**src/wdpic_regs.svh**
```systemverilog
// Register indices, field positions, reset values and timing counts of the supervision block.
// Assumes a 40 MHz system clock; byte address of a register is four times its index.
`ifndef WDPIC_REGS_SVH
`define WDPIC_REGS_SVH

// ----------------------------------------------------------------
// Register indices (byte address = index * 4)
// ----------------------------------------------------------------
`define WDPIC_IDX_PIC_CTRL 8'h14
`define WDPIC_IDX_PIC_FLAG 8'h15
`define WDPIC_IDX_WD_CTRL  8'h16
`define WDPIC_IDX_WD_SVC   8'h17
`define WDPIC_IDX_INT_CTRL 8'h1e

// ----------------------------------------------------------------
// Field positions
// ----------------------------------------------------------------
`define WDPIC_PC_IRQ_EN 7
`define WDPIC_PC_WAIT   6
`define WDPIC_PC_DEBUG  5
`define WDPIC_PC_BYP    3
`define WDPIC_PF_FLAG   7
`define WDPIC_WC_CME    7
`define WDPIC_IC_DLY    5

// ----------------------------------------------------------------
// Reset values and service codes
// ----------------------------------------------------------------
`define WDPIC_PIC_RATE_RST 3'h0
`define WDPIC_WD_RATE_RST  3'h1
`define WDPIC_DLY_RST      1'b1
`define WDPIC_SVC_ARM      8'h55
`define WDPIC_SVC_FIRE     8'haa

// ----------------------------------------------------------------
// Timing
// ----------------------------------------------------------------
`define WDPIC_CLK_NS       25
`define WDPIC_CM_WINDOW_NS 20000
`define WDPIC_CM_CYCLES    (`WDPIC_CM_WINDOW_NS / `WDPIC_CLK_NS)
`define WDPIC_PIC_EXP_BASE 5'd12
`define WDPIC_BYP_DROP     5'd11

`endif

```
**src/wdpic_pkg.sv**
```systemverilog
// Types shared by the supervision block: service sequence states and the watchdog rate table.
// Assumes wdpic_regs.svh is on the include path.
package wdpic_pkg;

	// One-hot states of the two-step service sequence.
	typedef enum logic [2:0] {
		WDPIC_SVC_IDLE  = 3'b001,
		WDPIC_SVC_ARMED = 3'b010,
		WDPIC_SVC_FAULT = 3'b100
	} wdpic_svc_e;

	typedef logic [7:0] wdpic_byte_t;

	// Watchdog divide exponent per rate code; code 0 is off and returns 0.
	function automatic logic [4:0] wdpic_wd_exp(input logic [2:0] rate);
		case (rate)
			3'h1: wdpic_wd_exp = 5'd13;
			3'h2: wdpic_wd_exp = 5'd15;
			3'h3: wdpic_wd_exp = 5'd17;
			3'h4: wdpic_wd_exp = 5'd19;
			3'h5: wdpic_wd_exp = 5'd21;
			3'h6: wdpic_wd_exp = 5'd22;
			3'h7: wdpic_wd_exp = 5'd23;
			default: wdpic_wd_exp = 5'd0;
		endcase
	endfunction

endpackage

```
**src/wdpic_tick_if.sv**
```systemverilog
// Carrier between the top and its peripheral clock divider.
// Assumes both ends run on sys_clk.
interface wdpic_tick_if;
	logic run;
	logic tick;
	modport src (input run, output tick);
	modport dst (output run, input tick);
endinterface

```
**src/wdpic_tick_div.sv**
```systemverilog
// Peripheral clock enable divider: one-cycle tick every DIV system clocks while running.
// Assumes a single clock; the halted state simply freezes the divider phase.
module wdpic_tick_div #(
	parameter int DIV = 2
) (
	input  wire logic sys_clk,
	input  wire logic resetn,
	wdpic_tick_if.src tk
);
	logic [15:0] cnt;

	// Counting stops while halted so both counters behind it freeze together.
	always_ff @(posedge sys_clk or negedge resetn) begin
		if (!resetn) begin
			cnt <= 16'h0000;
			tk.tick <= 1'b0;
		end else if (!tk.run) begin
			tk.tick <= 1'b0;
		end else if (cnt == 16'(DIV - 1)) begin
			cnt <= 16'h0000;
			tk.tick <= 1'b1;
		end else begin
			cnt <= cnt + 16'h0001;
			tk.tick <= 1'b0;
		end
	end
endmodule

```
**src/wdpic_sync3.sv**
```systemverilog
// Three-stage synchroniser with agreement filter for a pin from outside the clock domain.
// Assumes the pin is slow compared with sys_clk.
module wdpic_sync3 (
	input  wire logic sys_clk,
	input  wire logic resetn,
	input  wire logic d,
	output logic      q
);
	logic s1;
	logic s2;
	logic s3;

	// The level changes only once stages two and three agree.
	always_ff @(posedge sys_clk or negedge resetn) begin
		if (!resetn) begin
			s1 <= 1'b0;
			s2 <= 1'b0;
			s3 <= 1'b0;
			q  <= 1'b0;
		end else begin
			s1 <= d;
			s2 <= s1;
			s3 <= s2;
			if (s2 == s3)
				q <= s3;
		end
	end
endmodule

```
**src/wdpic_top.sv**
```systemverilog
// Watchdog, periodic interrupt and clock-loss monitor behind an AHB-Lite register slave.
// Assumes mode inputs come from logic on sys_clk and the monitored clock arrives on a pin.
// Function
// - Reset leaves the watchdog enabled with the shortest time-out code.
// - Reset leaves the clock-loss monitor disabled.
// - Reset clears the periodic flag and masks its interrupt.
// - Reset clears the periodic rate, so the periodic flag is not set until a nonzero rate is written.
// - Reset sets the stop-exit delay bit.
// - Watchdog and periodic counters advance on the peripheral clock enable.
// - Enabled watchdog reaching its period without service requests a system reset.
// - Three-bit watchdog rate gives seven periods; the remaining code disables it.
// - Any other value written to the service register resets at once.
// - Periodic interrupt has seven rates from a three-bit field, a flag, an enable.
// - Enabled monitor resets the system when no clock edge arrives in its window.
// - With enable set, interrupt request stands while the periodic flag is set.
// - Wait-halt bit set stops both counters during wait mode.
// - Debug-halt bit set stops both counters during debug mode.
// - Halt bits are write-once in normal modes, free in special modes.
// - Periodic rate 0 is off; codes 1 to 7 divide by 2^13 to 2^19.
// - Watchdog rate 0 is off; codes divide by 2^13,15,17,19,21,22,23.
// - Writing one to the flag bit clears it; writing zero leaves it.
// - Enabled monitor also fails on clocks stopped by stop mode.
//
// The implementer's own choice: the AHB-Lite interface to the registers.
`include "wdpic_regs.svh"

module wdpic_top
	import wdpic_pkg::*;
#(
	parameter int PCLK_DIV = 2,
	parameter int DIV_TRIM = 0
) (
	input  wire logic        sys_clk,
	input  wire logic        resetn,
	input  wire logic        hsel,
	input  wire logic [31:0] haddr,
	input  wire logic [1:0]  htrans,
	input  wire logic        hwrite,
	input  wire logic [2:0]  hsize,
	input  wire logic [31:0] hwdata,
	input  wire logic        hready,
	output logic             hreadyout,
	output logic [31:0]      hrdata,
	output logic             hresp,
	input  wire logic        wait_mode,
	input  wire logic        debug_mode,
	input  wire logic        stop_mode,
	input  wire logic        special_mode,
	input  wire logic        mon_clk_pin,
	output logic             periodic_irq,
	output logic             wdog_reset_req,
	output logic             clk_fail_reset_req,
	output logic             stop_exit_delay
);
	// ----------------------------------------------------------------
	// Declarations
	// ----------------------------------------------------------------
	logic        wr_pend;
	logic        rd_pend;
	logic [7:0]  wr_idx;
	logic [7:0]  rd_idx;
	wdpic_byte_t wr_byte;
	wdpic_byte_t rd_mux;
	logic        wr_go;
	logic        periodic_irq_en;
	logic        wait_halt_bit;
	logic        debug_halt_bit;
	logic        divider_bypass;
	logic [2:0]  periodic_rate_sel;
	logic        periodic_flag;
	logic        clk_loss_mon_en;
	logic [2:0]  wdog_rate_sel;
	logic        halt_lock;
	logic        rate_lock;
	logic        dly_lock;
	wdpic_svc_e  svc_st;
	logic        svc_wr;
	logic [18:0] pic_cnt;
	logic [18:0] pic_mask;
	logic [4:0]  pic_exp;
	logic        pic_hit;
	logic [22:0] wd_cnt;
	logic [22:0] wd_lim;
	logic [4:0]  wd_exp;
	logic        wd_hit;
	logic        wd_restart;
	logic        p_tick;
	logic        mon_lvl;
	logic        mon_lvl_d;
	logic [11:0] cm_cnt;
	logic        cm_fail;

	wdpic_tick_if tk ();

	// ----------------------------------------------------------------
	// AHB-Lite slave
	// ----------------------------------------------------------------

	// Writes finish with no wait state; reads take one wait so a read right
	// after a write still returns the freshly written value.
	assign hreadyout = !rd_pend;
	assign hresp     = 1'b0;
	assign wr_go     = wr_pend;
	assign wr_byte   = hwdata[7:0];

	// Address phase capture.
	always_ff @(posedge sys_clk or negedge resetn) begin
		if (!resetn) begin
			wr_pend <= 1'b0;
			rd_pend <= 1'b0;
			wr_idx  <= 8'h00;
			rd_idx  <= 8'h00;
		end else begin
			if (hready) begin
				wr_pend <= hsel && htrans[1] && hwrite;
				rd_pend <= hsel && htrans[1] && !hwrite;
				wr_idx  <= haddr[9:2];
				rd_idx  <= haddr[9:2];
			end else begin
				rd_pend <= 1'b0;
			end
		end
	end

	// Read data multiplexer; unmapped indices and reserved bits read zero.
	always_comb begin
		rd_mux = 8'h00;
		case (rd_idx)
			`WDPIC_IDX_PIC_CTRL: rd_mux = {periodic_irq_en, wait_halt_bit, debug_halt_bit,
				1'b0, divider_bypass, periodic_rate_sel};
			`WDPIC_IDX_PIC_FLAG: rd_mux = {periodic_flag, 7'h00};
			`WDPIC_IDX_WD_CTRL:  rd_mux = {clk_loss_mon_en, 4'h0, wdog_rate_sel};
			`WDPIC_IDX_INT_CTRL: rd_mux = {2'h0, stop_exit_delay, 5'h00};
			default:             rd_mux = 8'h00;
		endcase
	end

	// Read data is registered during the wait cycle.
	always_ff @(posedge sys_clk or negedge resetn) begin
		if (!resetn)
			hrdata <= 32'h0000_0000;
		else if (rd_pend)
			hrdata <= {24'h00_0000, rd_mux};
	end

	// ----------------------------------------------------------------
	// Periodic control register
	// ----------------------------------------------------------------

	// Enable and rate are free; halt bits lock after the first normal-mode write.
	always_ff @(posedge sys_clk or negedge resetn) begin
		if (!resetn) begin
			periodic_irq_en   <= 1'b0;
			wait_halt_bit     <= 1'b0;
			debug_halt_bit    <= 1'b0;
			divider_bypass    <= 1'b0;
			periodic_rate_sel <= `WDPIC_PIC_RATE_RST;
			halt_lock         <= 1'b0;
		end else if (wr_go && wr_idx == `WDPIC_IDX_PIC_CTRL) begin
			periodic_irq_en   <= wr_byte[`WDPIC_PC_IRQ_EN];
			periodic_rate_sel <= wr_byte[2:0];
			if (special_mode || !halt_lock) begin
				wait_halt_bit  <= wr_byte[`WDPIC_PC_WAIT];
				debug_halt_bit <= wr_byte[`WDPIC_PC_DEBUG];
			end
			if (!special_mode)
				halt_lock <= 1'b1;
			if (special_mode)
				divider_bypass <= wr_byte[`WDPIC_PC_BYP];
		end
	end

	// ----------------------------------------------------------------
	// Watchdog control and stop-exit delay
	// ----------------------------------------------------------------

	// Rate is write-once in normal modes so runaway code cannot switch it off.
	always_ff @(posedge sys_clk or negedge resetn) begin
		if (!resetn) begin
			clk_loss_mon_en <= 1'b0;
			wdog_rate_sel   <= `WDPIC_WD_RATE_RST;
			rate_lock       <= 1'b0;
		end else if (wr_go && wr_idx == `WDPIC_IDX_WD_CTRL) begin
			clk_loss_mon_en <= wr_byte[`WDPIC_WC_CME];
			if (special_mode || !rate_lock)
				wdog_rate_sel <= wr_byte[2:0];
			if (!special_mode)
				rate_lock <= 1'b1;
		end
	end

	// Stop-exit delay bit, also write-once in normal modes.
	always_ff @(posedge sys_clk or negedge resetn) begin
		if (!resetn) begin
			stop_exit_delay <= `WDPIC_DLY_RST;
			dly_lock        <= 1'b0;
		end else if (wr_go && wr_idx == `WDPIC_IDX_INT_CTRL) begin
			if (special_mode || !dly_lock)
				stop_exit_delay <= wr_byte[`WDPIC_IC_DLY];
			if (!special_mode)
				dly_lock <= 1'b1;
		end
	end

	// ----------------------------------------------------------------
	// Peripheral clock enable and halting
	// ----------------------------------------------------------------

	// Either halt condition freezes the shared divider, stopping both counters.
	assign tk.run = !(wait_mode && wait_halt_bit) && !(debug_mode && debug_halt_bit);
	assign p_tick = tk.tick;

	wdpic_tick_div #(
		.DIV (PCLK_DIV)
	) u_div (
		.sys_clk (sys_clk),
		.resetn  (resetn),
		.tk      (tk.src)
	);

	// ----------------------------------------------------------------
	// Periodic interrupt
	// ----------------------------------------------------------------

	// Bypass drops eleven stages so tests need not wait 2^13 ticks.
	assign pic_exp  = divider_bypass ? `WDPIC_PIC_EXP_BASE + 5'(periodic_rate_sel)
		- `WDPIC_BYP_DROP : `WDPIC_PIC_EXP_BASE + 5'(periodic_rate_sel) - 5'(DIV_TRIM);
	assign pic_mask = (19'h0_0001 << pic_exp) - 19'h0_0001;
	assign pic_hit  = p_tick && periodic_rate_sel != 3'h0 && (pic_cnt & pic_mask) == pic_mask;

	// Free-running divider chain on the peripheral tick.
	always_ff @(posedge sys_clk or negedge resetn) begin
		if (!resetn)
			pic_cnt <= 19'h0_0000;
		else if (p_tick)
			pic_cnt <= pic_cnt + 19'h0_0001;
	end

	// Sticky flag; a period reached in the clearing cycle still sets it.
	always_ff @(posedge sys_clk or negedge resetn) begin
		if (!resetn)
			periodic_flag <= 1'b0;
		else if (pic_hit)
			periodic_flag <= 1'b1;
		else if (wr_go && wr_idx == `WDPIC_IDX_PIC_FLAG && wr_byte[`WDPIC_PF_FLAG])
			periodic_flag <= 1'b0;
	end

	assign periodic_irq = periodic_flag && periodic_irq_en;

	// ----------------------------------------------------------------
	// Watchdog
	// ----------------------------------------------------------------

	// Rate code 0 gives exponent 0; the wdog_rate_sel check in wd_hit and the counter clear keep the watchdog off.
	assign wd_exp = wdpic_wd_exp(wdog_rate_sel);
	assign wd_lim = (23'h00_0001 << (divider_bypass ? wd_exp - `WDPIC_BYP_DROP
		: wd_exp - 5'(DIV_TRIM))) - 23'h00_0001;
	assign wd_hit = p_tick && wdog_rate_sel != 3'h0 && wd_cnt == wd_lim;
	assign svc_wr = wr_go && wr_idx == `WDPIC_IDX_WD_SVC;
	assign wd_restart = svc_wr && svc_st == WDPIC_SVC_ARMED && wr_byte == `WDPIC_SVC_FIRE;

	// Service sequence; writes between the two steps elsewhere are harmless.
	always_ff @(posedge sys_clk or negedge resetn) begin
		if (!resetn)
			svc_st <= WDPIC_SVC_IDLE;
		else if (svc_wr) begin
			if (wr_byte == `WDPIC_SVC_ARM)
				svc_st <= WDPIC_SVC_ARMED;
			else if (wr_byte == `WDPIC_SVC_FIRE)
				svc_st <= WDPIC_SVC_IDLE;
			else
				svc_st <= WDPIC_SVC_FAULT;
		end else begin
			case (svc_st)
				WDPIC_SVC_FAULT: svc_st <= WDPIC_SVC_IDLE;
				WDPIC_SVC_ARMED: svc_st <= WDPIC_SVC_ARMED;
				WDPIC_SVC_IDLE:  svc_st <= WDPIC_SVC_IDLE;
				default:         svc_st <= WDPIC_SVC_IDLE;
			endcase
		end
	end

	// Time-out counter; a completed service restarts it from zero.
	always_ff @(posedge sys_clk or negedge resetn) begin
		if (!resetn)
			wd_cnt <= 23'h00_0000;
		else if (wd_restart || wd_hit || wdog_rate_sel == 3'h0)
			wd_cnt <= 23'h00_0000;
		else if (p_tick)
			wd_cnt <= wd_cnt + 23'h00_0001;
	end

	// Reset request: one-cycle pulse on time-out or on a bad service value.
	always_ff @(posedge sys_clk or negedge resetn) begin
		if (!resetn)
			wdog_reset_req <= 1'b0;
		else
			wdog_reset_req <= wd_hit || (svc_wr && wr_byte != `WDPIC_SVC_ARM
				&& wr_byte != `WDPIC_SVC_FIRE);
	end

	// ----------------------------------------------------------------
	// Clock-loss monitor
	// ----------------------------------------------------------------

	wdpic_sync3 u_mon_sync (
		.sys_clk (sys_clk),
		.resetn  (resetn),
		.d       (mon_clk_pin),
		.q       (mon_lvl)
	);

	// Edges are judged on the filtered level only, never on the raw stages.
	always_ff @(posedge sys_clk or negedge resetn) begin
		if (!resetn)
			mon_lvl_d <= 1'b0;
		else
			mon_lvl_d <= mon_lvl;
	end

	// The window is the longest one, so a merely slow clock does not trip it.
	assign cm_fail = clk_loss_mon_en && (cm_cnt == 12'(`WDPIC_CM_CYCLES - 1) || stop_mode);

	// Cycles since the last monitored edge, held at zero while disabled.
	always_ff @(posedge sys_clk or negedge resetn) begin
		if (!resetn)
			cm_cnt <= 12'h000;
		else if (!clk_loss_mon_en || mon_lvl != mon_lvl_d || cm_fail)
			cm_cnt <= 12'h000;
		else
			cm_cnt <= cm_cnt + 12'h001;
	end

	// Registered reset request; one cycle on a window time-out, held for as long as stop mode lasts.
	always_ff @(posedge sys_clk or negedge resetn) begin
		if (!resetn)
			clk_fail_reset_req <= 1'b0;
		else
			clk_fail_reset_req <= cm_fail;
	end
endmodule

```
**config.mk**
```make
export PLATFORM = sky130hd
export DESIGN_NAME = wdpic_top
export DESIGN_NICKNAME = d
export VERILOG_FILES = /design/src/wdpic_pkg.sv /design/src/wdpic_tick_if.sv /design/src/wdpic_tick_div.sv /design/src/wdpic_sync3.sv /design/src/wdpic_top.sv
export VERILOG_INCLUDE_DIRS = /design/src
export SDC_FILE = /design/constraint.sdc
export NUM_CORES = 1
export LEC_CHECK = 0
export ABC_AREA = 1
export BUFFER_PORTS_ARGS = -buffer_cell sky130_fd_sc_hd__buf_4
export CAP_MARGIN = 10
export CORE_UTILIZATION = 50
export DETAILED_ROUTE_END_ITERATION = 8
export PLACE_DENSITY = 0.72
export SLEW_MARGIN = 20
export SYNTH_ARGS = -nofsm -noshare
export SYNTH_HDL_FRONTEND = slang
export SYNTH_HIERARCHICAL = 1
export SYNTH_SLANG_ARGS = --single-unit
export TNS_END_PERCENT = 20
```
**constraint.sdc**
```tcl
create_clock -name sys_clk -period 4.2 [get_ports sys_clk]
set_clock_uncertainty 0.05 [all_clocks]
set_input_delay 0.84 -clock sys_clk [delete_from_list [all_inputs] [get_ports sys_clk]]
set_output_delay 0.84 -clock sys_clk [all_outputs]
set_load 0.03 [all_outputs]
```
# [Word-level counts from Yosys, hierarchy flattened]
# Cells that the tools add are included.
[classes] n_eq_ne=23 n_div=0 reduce_logical=51 n_lt_le_gt_ge=0 bitwise_logic=2 multipliers=0 addsub=9 shifts=2 n_mux=17
[ops] op="$mux 23" n=2
[ops] op="$eq 8x5->1 const B" n=5
[ops] op="$pmux 5 s7" n=1
[ops] op="$pmux 8 s4" n=1
[ops] op="$add 23x1->23 const B" n=1
[ops] op="$eq 23x23->1" n=1
[ops] op="$shl 1x5->23 const A" n=1
[ops] op="$sub 23x1->23 const B" n=1
[ops] op="$logic_and 1x1->1" n=22
[ops] op="$add 19x1->19 const B" n=1
[ops] op="$and 19x19->19" n=1
[ops] op="$eq 19x19->1" n=1
[ops] op="$shl 1x5->19 const A" n=1
[ops] op="$sub 19x1->19 const B" n=1
[ops] op="$add 16x1->16 const B" n=1
[ops] op="$eq 16x1->1 const B" n=1
[ops] op="$mux 16" n=1
[ops] op="$reduce_and 2->1" n=7
[ops] op="$add 12x1->12 const B" n=1
[ops] op="$eq 12x10->1 const B" n=1
[ops] op="$eq 3x3->1 const B" n=4
[ops] op="$mux 12" n=1
[ops] op="$mux 5" n=2
[ops] op="$sub 5x4->5 const B" n=2
[ops] op="18 further kinds" n=43
[totals] ff_bits=115 mem_count=0 in_bits=79 latchBits=0 mem_bits_ro=0 mem_bits_rw=0

# [Longest topological paths before layout]
# Gate-level depths: netlist (run 1).
[logic_depth] ltp_word=11 depth_mapped=28

# [Hierarchy]
# Netlist (run 1), hierarchy kept.
[by_module_without_submodules] module="wdpic_top" seq_area_each_um2=2331.0 area_each_um2=6223.5 cells_each=851 instances=1
[by_module_without_submodules] module="wdpic_tick_div" seq_area_each_um2=425.4 area_each_um2=1009.7 cells_each=141 instances=1
[by_module_without_submodules] module="wdpic_sync3" seq_area_each_um2=100.1 area_each_um2=116.4 cells_each=8 instances=1

# [Worst setup path before layout (run 1)]
# OpenSTA, ideal clock, no wires.
[synth_path] path_type="register -> register" startpoint="register wdog_rate_sel[1]" endpoint="register wd_cnt[14]" period_less_slack_ns=3.365 path_slack_ns=0.835 stages_incl_launch_ff=29 arrival_time_ns=3.188 path_buffers=2 cell_sequence="dfrtp_1 -> buf_4 -> nor2_8 -> nand2_2 -> nand2_1 -> inv_1 -> ha_1 -> inv_1 -> nand2_1 -> nand2_2 -> nand2_2 -> nor2_4 -> nand2_2 -> ha_1 -> xor2_1 -> nand3_1 -> a21oi_1 -> nand2_1 -> nor2_1 -> nand2_1 -> nor2_1 -> nand3_1 -> nor2_1 -> nand3_1 -> nor2_2 -> nand3_2 -> nand2_2 -> buf_8 -> nor2_2"
[synth_between] elab_chain_len=11
[synth_lines] element="from (decl)" line_no="wdpic_top.sv:72" source="logic [2:0] wdog_rate_sel;"
[synth_lines] element="from (signal assigned)" line_no="wdpic_top.sv:181" source="wdog_rate_sel <= `WDPIC_WD_RATE_RST;"
[synth_lines] element="from (signal assigned)" line_no="wdpic_top.sv:186" source="wdog_rate_sel <= wr_byte[2:0];"
[synth_lines] element="$eq 3x3->1, or another cell as far along" line_no="wdpic_pkg.sv:16" source="case (rate)"
[synth_lines] element="$pmux 5 s7" line_no="wdpic_pkg.sv:16"
[synth_lines] element="$sub 5x4->5 (no line)"
[synth_lines] element="$mux 5" line_no="wdpic_top.sv:257" source="assign wd_lim = (23'h00_0001 << (divider_bypass ? wd_exp - `WDPIC_BYP_DROP"
[synth_lines] element="$shl 1x5->23" line_no="wdpic_top.sv:257"
[synth_lines] element="$sub 23x1->23" line_no="wdpic_top.sv:257"
[synth_lines] element="$eq 23x23->1" line_no="wdpic_top.sv:259" source="assign wd_hit = p_tick && wdog_rate_sel != 3'h0 && wd_cnt == wd_lim;"
[synth_lines] element="$logic_and 1x1->1" line_no="wdpic_top.sv:259"
[synth_lines] element="$logic_or 1x1->1" line_no="wdpic_top.sv:288" source="else if (wd_restart || wd_hit || wdog_rate_sel == 3'h0)"
[synth_lines] element="$logic_or 1x1->1 (*)" line_no="wdpic_top.sv:288"
[synth_lines] element="$mux 23 / $reduce_bool 2->1 (equally long branches)"
[synth_lines] element="to (signal assigned)" line_no="wdpic_top.sv:291" source="wd_cnt <= wd_cnt + 23'h00_0001;"
[synth_lines] element="to (decl)" line_no="wdpic_top.sv:82" source="logic [22:0] wd_cnt;"
# Mark *: on every way between the ends. The rest lies on a longest branch, timed or not.
# A chain may end at the register's enable or synchronous reset.

# [Worst setup path in the final report (run 1)]
[layout_path] startpoint="register wdog_rate_sel[1]" endpoint="register wd_cnt[11]"
# The elaborated chain is that of the path after synthesis.

==> results of run 1 <==
## sequential cells by signal, summed over array words and instances (netlist names), 3 cells and up
register           cells
wd_cnt                23
cm_cnt                12
u_div/cnt             16
periodic_rate_sel      3
pic_cnt               19
hrdata                 7
wdog_rate_sel          3
svc_st                 3
rd_idx                 8
## stage by stage
step,power (mW),setup slack (ns),hold slack (ns)
3_5_place_dp,1.85,0.284,0.288
5_1_grt,3.37,0.00539,0.315
4_1_cts,3.23,0.263,0.308
2_1_floorplan,1.73,0.835,0.281
6_report,3.21,0.326,0.304
3_3_place_gp,1.84,0.343,0.290
## power by group through the flow
stage	Combinational [mW]	Clock, mW	Sequential (mW)
finish	0.578	1.38	1.26
global route	0.658	1.45	1.27
CTS	0.580	1.40	1.26
detailed placement	0.578	0	1.27
global placement	0.562	0	1.28
floorplan	0.472	0	1.25
## what timing repair did
action | CTS | global route
setup buffers | 0 | 1
gates resized for setup | 0 | 2
endpoints found under the setup margin | 0 | 23
## final cells by class
cell class              instances  area share (%)
multi-input cells             720            44.9
flip-flops and latches        114            34.7
inverters                     151            6.93
clock buffers                  17            5.16
repair buffers                 42            3.94
well taps                     180            2.73
clock inverters                15            1.62
## logic make-up after synthesis
logic type | count (synthesis) | share of synthesized area, %
other | 2 | 0.102
multiplexers | 5 | 0.749
AND/OR/NAND/NOR | 534 | 33.1
AO/OA/AOI/OAI | 90 | 7.01
buffers and inverters | 191 | 12.0
flip-flops | 114 | 38.9
adder cells (fa/ha/maj) | 10 | 1.70
XOR/XNOR | 54 | 6.44
## worst min path at each step
stage | slack, ns | endpoint | cells past startpoint
global route | 0.32 | u_mon_sync/s2$_DFF_PN0_ | 0
finish | 0.30 | u_mon_sync/s2$_DFF_PN0_ | 0
detailed placement | 0.29 | u_mon_sync/s2$_DFF_PN0_ | 0
global placement | 0.29 | u_mon_sync/s2$_DFF_PN0_ | 0
CTS | 0.31 | u_mon_sync/s2$_DFF_PN0_ | 0
floorplan | 0.28 | u_mon_sync/s2$_DFF_PN0_ | 0
## metal layers
metal  track usage [%]  vias to the layer above
met5                 0                        -
met4              8.43                        0
met3              6.09                       30
met1              28.9                     2851
met2              34.7                      138
li1                  -                     3203
## cell usage in the layout, fill, tap and decap left out, types with 2 or more instances in the layout
cell type | netlist | final
o21bai_1 | 4 | 4
nor2_1 | 133 | 133
o2111ai_1 | 2 | 2
nand2_4 | 3 | 3
clkinvlp_4 | 0 | 4
nor3_1 | 24 | 24
nor2_8 | 2 | 2
nand4_1 | 19 | 19
a22o_1 | 2 | 2
nor2_4 | 7 | 7
clkbuf_16 | 0 | 17
nor2_2 | 17 | 17
xnor2_1 | 9 | 9
clkinv_1 | 2 | 2
buf_4 | 29 | 40
inv_6 | 1 | 9
dfstp_2 | 3 | 3
mux2_2 | 4 | 4
a21oi_1 | 12 | 12
nand2_2 | 14 | 14
nand2_1 | 237 | 237
nor4_1 | 9 | 9
dfrtp_1 | 111 | 109
nor3b_1 | 6 | 6
o211ai_1 | 2 | 2
dfrtp_2 | 0 | 2
o21ai_1 | 9 | 9
nand3_1 | 54 | 54
inv_1 | 137 | 137
inv_8 | 0 | 3
inv_2 | 11 | 11
ha_1 | 10 | 10
conb_1 | 2 | 27
nand3_2 | 4 | 4
o21ai_0 | 47 | 47
o22ai_1 | 5 | 5
xor2_1 | 45 | 45
==> results.toml, run 1 <==
[status]
status = "finished, final reports clean"

[layout]
drive_gt1_share_pct = 13.8
syn_to_final_growth_pct = 12.2
fin_nets = 1135
multi_input_area_um2 = 3710
diodes = 0
final-seq-area_um2 = 2860
final_util_pct = 58.5
final_cells = 1239
final_area_um2 = 8250
fillers = 1281

[power]
p_int_mw = 2.14
power_density_nw_per_um2 = 390
peakVddDrop_v = 0.000406
comb_power_share_pct = 18.0
leakagePower_nw = 4.11
switching_share_pct = 33.3
power_frac_seq_pct = 39.2
power_switching_mw = 1.07
p_clk_share_pct = 42.8

[grt]
grt_max_degree = 59
antenna_found_initial = 0
grt.overflow.total = 0
grt_pass1_vias = 5743
grt_pass1_wl_um = 26000
grt_usage_pct = 22.1

[run]
maxCapViolCount = 0

[placed_design]
port_buffers = 38
place_congestion = 0.902
postPlaceCellArea_um2 = 7680
place_inst = 1206
dp_hpwl_um = 11400

[synthesis]
yosys-top-cells-count = "nand2_1, inv_1, nor2_1"
yosysWarnings = 6
syn_inst = 1000
syn_area_um2 = 7350
synthTopCellsByArea = "dfrtp_1, nand2_1, inv_1"
postSynth.asyncResetShare_pct = 100
synth_cell_types = 50
yosysSeqAreaShare_pct = 38.9
ys.flop_type = "dfrtp_1"
yosys.cell_count.top_type = "nand2_1"
synth_top_area_share_pct = 37.8
ys_seq_elements = 114
synth_area_leader_cell = "dfrtp_1"
avgSynthCellArea_um2 = 7.35
synth_edf_count = 0

[clock_network]
cts_max_level = 4
clock_path_buffers = 2
cts_root_buf = "clkbuf_16"
cts_made_buffers = 17
clock_latency_ns = 0.43
cts.sinks = 114
hold_buffers = 0
cts_tree = "done"
path_clk_slew_ns = 0.06

[timing]
finalCritPeriodShare_pct = 92.2
rsz0062_at_grt = "false"
finalMaxSlewViolations = 0
max_slew_margin_pct = 50.9
worst_pin_slew_ns = 0.736
setup_viol_count_final = 0
finalSetupTns_ns = 0
max_freq_mhz = 258
period_minus_slack_ns = 3.87
hold_viol = 0

[worst_setup_path]
start_kind = "flip-flop"
path_class = "flip-flop to flip-flop"
end_kind = "flip-flop"
crit_buf_inv = 3
r2r-end = "wd_cnt[11]$_DFFE_PN0P_"
cp_num_cells = 27
arrival_ns = 4.14
r2r_start = "wdog_rate_sel[1]$_DFFE_PN0P_"
worstSetupStartpoint = "wdog_rate_sel[1]$_DFFE_PN0P_"
r2r_slack_ns = 0.33
cp_slowest_cell = "dfrtp_2"
reg2reg_depth = 27
cp_common_cell = "nand2_2"
cpLargestDelayFamily = "simple AND/OR/NAND/NOR gates"
endpoint = "wd_cnt[11]$_DFFE_PN0P_"
slowest_delay_ns = 0.49
cp_max_fo = 23
required_ns = 4.47

[floorplan]
rows = 43
io_pins = 117
core_area_um2 = 14100
die_w_um = 123
start_util_pct = 52.1
dieArea_um2 = 15200
die_y_um = 123

[drt]
avgRoutedWirePerCell_um = 12.3
routed_via_density = 5.02
wl_met2_um = 7010
num_vias = 6222
wl_met3_um = 776
drc = 0
ant_nets = 0
drtPass1Iterations = 6
wl_um = 15300
highest_layer = "met4"
wl_met1_um = 7190
drt-initial-drc-count = 338

[hold_path]
min_path_type = "flip-flop to flip-flop"
holdCritStartpoint = "u_mon_sync/s1$_DFF_PN0_"
Note: power is estimated with default switching activity, not from simulation.
==> run 2, diff against run 1 <==
--- a/config.mk
+++ b/config.mk
@@ -6,12 +6,11 @@
 export SDC_FILE = /design/constraint.sdc
 export NUM_CORES = 1
 export LEC_CHECK = 0
-export ABC_AREA = 1
 export BUFFER_PORTS_ARGS = -buffer_cell sky130_fd_sc_hd__buf_4
 export CAP_MARGIN = 10
 export CORE_UTILIZATION = 50
 export DETAILED_ROUTE_END_ITERATION = 8
-export PLACE_DENSITY = 0.72
+export PLACE_DENSITY = 0.73
 export SLEW_MARGIN = 20
 export SYNTH_ARGS = -nofsm -noshare
 export SYNTH_HDL_FRONTEND = slang
==> run 2 against run 1 <==
  * Non-clock buffer count up 5
  * Register-to-register slack worse by 0.04 ns
  * Via count down 13%
  * Largest cell class unchanged
==> results.toml, run 2 <==
[status]
status = "finished, final reports clean"

[worst_setup_path]
path_cells = "buf_4 > nor2_1 > nor2_1 > ha_1 > nand2b_1 > nor2_1 > o21ai_0 > ha_1 > o21ai_0 > xnor2_1 > or4_1 > nor4_2 > a41o_2 > nor2_1"
slowest_delay_ns = 0.53
path_class = "flip-flop to flip-flop"
start_kind = "flip-flop"
required_ns = 4.44
end_kind = "flip-flop"
cp_common_cell = "nor2_1"
arrival_ns = 4.15
cp_slowest_cell = "or4_1"
cp_max_fo = 29

[timing]
rsz0062_at_grt = "false"
finalSetupTns_ns = 0
worst_pin_slew_ns = 1.10
max_freq_mhz = 256
max_slew_margin_pct = 26.0
finalCritPeriodShare_pct = 93.1
fin_hold_ws_ns = 0.312
setup_viol_count_final = 0
period_minus_slack_ns = 3.91
hold_viol = 0
finalMaxSlewViolations = 0

[drt]
num_vias = 5428
drt-initial-drc-count = 367
routed_via_density = 5.76
avgRoutedWirePerCell_um = 15.3
drc = 0
drtPass1Iterations = 6
ant_nets = 0
wl_um = 14400

[clock_network]
cts_setup_buffers = 0
cts_root_buf = "clkbuf_16"
cts_tree = "done"
clock_path_buffers = 2
hold_buffers = 0
clock_latency_ns = 0.41
path_clk_slew_ns = 0.06
cts_made_buffers = 17
cts.sinks = 114
cts_max_level = 4
cts-resized-gates = 0

[floorplan]
die_y_um = 117
rows = 41
die_w_um = 117
io_pins = 117
core_area_um2 = 12800
start_util_pct = 52.1
dieArea_um2 = 13800

[power]
peakVddDrop_v = 0.000312
leakagePower_nw = 3.19
power_density_nw_per_um2 = 482

[layout]
diodes = 0
fin_nets = 847
final_common_cell = "dfrtp_1"
top_regs = "wd_cnt (23), pic_cnt (19), u_div/cnt (16)"
multi_input_area_um2 = 3440
layout_common_cells = "dfrtp_1, nor2_1, nand2_1"
final_area_um2 = 7560
drive_gt1_share_pct = 13.7
final-seq-area_um2 = 2860
final_cells = 943
syn_to_final_growth_pct = 13.6
fillers = 1075
regMostFlops = "wd_cnt"
largest_reg_flops = 23

[grt]
grt_max_degree = 60
grt_pass1_vias = 5266
grt_use_met2_pct = 34.6
grtUsageMet1_pct = 28.9
grtUsageMet3_pct = 4.82
grt_usage_pct = 22.0
antenna_found_initial = 0
grt-busiest-layer = "met2"
grt_pass1_wl_um = 24700
grt.overflow.total = 0

[synthesis]
yosys.cell_count.top_type = "dfrtp_1"
synth_compound_area_share_pct = 10.3
synth_fa_ha_area_share_pct = 2.05
yosys-top-cells-count = "dfrtp_1, nor2_1, nand2_1"
syn_area_um2 = 6650
avgSynthCellArea_um2 = 9.15
synth-xor-area-share_pct = 11.8
postSynth.asyncResetShare_pct = 100
yosysSeqAreaShare_pct = 43.0
ys_seq_elements = 114
yosysWarnings = 6
synth_top_area_share_pct = 41.8
ys.flop_type = "dfrtp_1"
synth_top_family_by_area = "simple AND/OR/NAND/NOR gates"
synthMuxAreaShare_pct = 3.42
synthTopCellsByArea = "dfrtp_1, xnor2_1, nor2_1"
synth-simple-area-share_pct = 22.5
synth_edf_count = 0
synth_area_leader_cell = "dfrtp_1"
synth_cell_types = 72
syn_inst = 727

[placed_design]
dp_hpwl_um = 10000
port_buffers = 38
place_inst = 911
postPlaceCellArea_um2 = 6950
place_congestion = 0.933

[hold_path]
min_path_type = "flip-flop to flip-flop"

[run]
maxCapViolCount = 0
## run 2: cells by family (layout without fill, tap and decap cells)
family | after synthesis | after routing
other cells | 2 | 27
flops | 114 | 114
simple gates | 299 | 299
mux | 21 | 21
xor+xnor | 89 | 89
fa+ha+maj | 11 | 11
compound gates | 107 | 107
buf+inv | 84 | 103
## run 2: stage by stage
stage,util [%],worst slack (ns),power [mW]
final,59.2,0.289,3.64
after CTS,59.2,0.307,3.66
after global placement,54.4,0.450,2.14
after detailed placement,54.4,0.330,2.17
after floorplan,-,0.423,2.00
after global routing,59.2,0.0570,3.81
## run 2: layer usage
layer / vias to the layer above / routed length [um]
li1: 2558 / -
met1: 2620 / 6500
met2: 213 / 6770
met3: 37 / 825
met4: 0 / 307
met5: - / 0
## run 2: path summary, 6_finish.rpt
kind                                          endpoint                          from  depth (start not counted)  slack, ns
setup / recovery                wd_cnt[13]$_DFFE_PN0P_  wdog_rate_sel[1]$_DFFE_PN0P_                         14       0.29
hold / removal                 u_mon_sync/s2$_DFF_PN0_       u_mon_sync/s1$_DFF_PN0_                          0       0.31
setup reg to reg                wd_cnt[13]$_DFFE_PN0P_  wdog_rate_sel[1]$_DFFE_PN0P_                         14       0.29
hold reg to reg                u_mon_sync/s2$_DFF_PN0_       u_mon_sync/s1$_DFF_PN0_                          0       0.31
max in group asynchronous  stop_exit_delay$_DFFE_PN1P_                        resetn                          2       2.76
min in group asynchronous      pic_cnt[15]$_DFFE_PN0P_                        resetn                          1       0.43
## run 2: final cells by class
class / instances / area share [%]
well taps: 172 / 2.85
clock inverters: 13 / 2.12
clock buffers: 19 / 5.86
inverters: 24 / 1.19
multi-input cells: 554 / 45.5
flip-flops and latches: 114 / 37.8
repair buffers: 47 / 4.67
## run 2: critical path, delay by kind of cell, from the launching register on
kind	cells	cell delay, ns
fa+ha+maj	2	0.56
buf+inv	1	0.24
flops	1	0.41
simple gates	7	1.41
xor+xnor	1	0.15
compound gates	3	0.95
## run 2: where the power goes
| group | switching (mW) | internal, mW | total (mW) |
|---|---|---|---|
| Clock | 0.528 | 0.946 | 1.47 |
| Sequential | 0.246 | 1.26 | 1.50 |
| Combinational | 0.353 | 0.313 | 0.667 |
==> run 3, diff against run 2 <==
--- a/config.mk
+++ b/config.mk
@@ -8,9 +8,11 @@
 export LEC_CHECK = 0
 export BUFFER_PORTS_ARGS = -buffer_cell sky130_fd_sc_hd__buf_4
 export CAP_MARGIN = 10
-export CORE_UTILIZATION = 50
+export CELL_PAD_IN_SITES_DETAIL_PLACEMENT = 1
+export CELL_PAD_IN_SITES_GLOBAL_PLACEMENT = 1
+export CORE_UTILIZATION = 43
 export DETAILED_ROUTE_END_ITERATION = 8
-export PLACE_DENSITY = 0.73
+export PLACE_DENSITY_LB_ADDON = 0.1
 export SLEW_MARGIN = 20
 export SYNTH_ARGS = -nofsm -noshare
 export SYNTH_HDL_FRONTEND = slang
==> run 3 against run 2 <==
  * Die area grew 16%
  * Clock-buffer cell count grew 4
  * Final cell count grew 1.9%
  * Largest power group unchanged
  * Sequential share of layout area shrank 0.069 points
  * Via count shrank 0.81%
  * Setup slack gained 0.025 ns
  * Combinational power grew 3.6%
  * Flip-flop and latch count is the same
  * Critical path depth is the same
==> results.toml, run 3 (same netlist as run 2, synthesis figures left out) <==
[layout]
largest_reg_flops = 23
top_regs = "wd_cnt (23), pic_cnt (19), u_div/cnt (16)"
syn_to_final_growth_pct = 13.8
fin_nets = 849
regMostFlops = "wd_cnt"
drive_gt1_share_pct = 13.6
diodes = 0
final_common_cell = "dfrtp_1"
layout_common_cells = "dfrtp_1, nor2_1, nand2_1"

[timing]
finalMaxSlewViolations = 0
fin_hold_ws_ns = 0.310
hold_viol = 0
finalCritPeriodShare_pct = 92.5
setup_viol_count_final = 0
worst_slack_ns = 0.314
finalSetupTns_ns = 0
rsz0062_at_grt = "false"
period_minus_slack_ns = 3.89
worst_pin_slew_ns = 0.736
max_slew_margin_pct = 50.5
max_freq_mhz = 257

[clock_network]
cts_tree = "done"
path_clk_slew_ns = 0.05
cts_made_buffers = 17
clock_latency_ns = 0.42
cts_root_buf = "clkbuf_16"
cts_setup_buffers = 0
cts.sinks = 114
cts_max_level = 4
clock_path_buffers = 2

[floorplan]
rows = 45
dieArea_um2 = 16000
core_area_um2 = 15100
die_y_um = 126
io_pins = 117
die_w_um = 126
start_util_pct = 43.9

[drt]
wl_met3_um = 544
wl_met1_um = 7610
ant_nets = 0
highest_layer = "met4"
drtPass1Iterations = 4
drt-initial-drc-count = 256
wl_um = 16700
num_vias = 5384
wl_met2_um = 8280
drc = 0
routed_via_density = 5.60
avgRoutedWirePerCell_um = 17.3

[grt]
grt_max_degree = 57
grt_pass1_wl_um = 28000
grt.overflow.total = 0
antenna_found_initial = 0
grt_usage_pct = 22.2
grt_pass1_vias = 5593

[worst_setup_path]
crit_buf_inv = 1
path_cells = "inv_1 > nor2_1 > nor2_1 > ha_1 > nand2b_1 > nor2_1 > o21ai_0 > ha_1 > o21ai_0 > xnor2_1 > or4_1 > nor4_2 > a41o_4 > nor2_1"
slowest_delay_ns = 0.54
start_kind = "flip-flop"
worstSetupStartpoint = "wdog_rate_sel[0]$_DFFE_PN1P_"
reg2reg_depth = 14
r2r_slack_ns = 0.31
r2r_start = "wdog_rate_sel[0]$_DFFE_PN1P_"
cp_max_fo = 23
cp_num_cells = 14
path_class = "flip-flop to flip-flop"
end_kind = "flip-flop"
cp_slowest_cell = "or4_1"
r2r-end = "wd_cnt[6]$_DFFE_PN0P_"
cpLargestDelayFamily = "simple AND/OR/NAND/NOR gates"
endpoint = "wd_cnt[6]$_DFFE_PN0P_"
cp_common_cell = "nor2_1"
arrival_ns = 4.13
required_ns = 4.44

[power]
leakagePower_nw = 3.19
peakVddDrop_v = 0.000283
power_density_nw_per_um2 = 476

[placed_design]
dp_hpwl_um = 12100
port_buffers = 38
dp_slack_ns = 0.188
place_congestion = 0.835

[status]
status = "finished, final reports clean"

[hold_path]
whs_path_depth = 0
min_path_type = "flip-flop to flip-flop"

[run]
maxCapViolCount = 0
run 3: changes by cell type in the layout (fill, tap and decap cells not counted), sizes merged:
cell / change
buf: +2
clkbuf: +4
clkinvlp: -3
clkinv: +1
inv: -1
bufinv: -1
run 3: layout make-up:
type / instances / area (um2)
clock buffer: 23 / 458
clock inverter: 9 / 108
fill: 1734 / 7570
inverter: 24 / 90.1
multi-input combinational: 554 / 3460
sequential: 114 / 2860
tap: 188 / 235
timing repair buffer: 49 / 368
run 3: layer usage:
layer  track usage (%)  vias to the layer above
met5                 0                        -
met4              7.23                        0
met3              4.68                       19
met2              37.9                      100
met1              28.1                     2720
li1                  -                     2545
run 3: what timing repair did:
action,in CTS,in global routing
hold buffers,0,0
resized for setup,0,1
endpoints found under the setup margin,0,23
run 3: power breakdown:
group | leakage, nW | internal (mW) | switching [mW]
combinational | 1.51 | 0.316 | 0.375
sequential | 1.41 | 1.26 | 0.250
clock | 0.271 | 0.886 | 0.517
total | 3.19 | 2.46 | 1.14
run 3: how the worst min path moves through the flow:
stage,start,end,slack [ns]
after floorplan,u_mon_sync/s1$_DFF_PN0_,u_mon_sync/s2$_DFF_PN0_,0.28
after global placement,u_mon_sync/s1$_DFF_PN0_,u_mon_sync/s2$_DFF_PN0_,0.29
after detailed placement,u_mon_sync/s1$_DFF_PN0_,u_mon_sync/s2$_DFF_PN0_,0.30
after CTS,u_mon_sync/s1$_DFF_PN0_,u_mon_sync/s2$_DFF_PN0_,0.31
after global routing,u_mon_sync/s1$_DFF_PN0_,u_mon_sync/s2$_DFF_PN0_,0.32
final,u_mon_sync/s1$_DFF_PN0_,u_mon_sync/s2$_DFF_PN0_,0.31
run 3: metrics by stage:
step	std cells	cell area [um2]	util (%)	total power, mW
6_report	961	7570	50.0	3.60
3_3_place_gp	929	6990	46.1	2.17
4_1_cts	961	7550	49.9	3.64
3_5_place_dp	929	6990	46.1	2.21
5_1_grt	961	7570	50.0	3.78
2_1_floorplan	752	6740	-	2.00
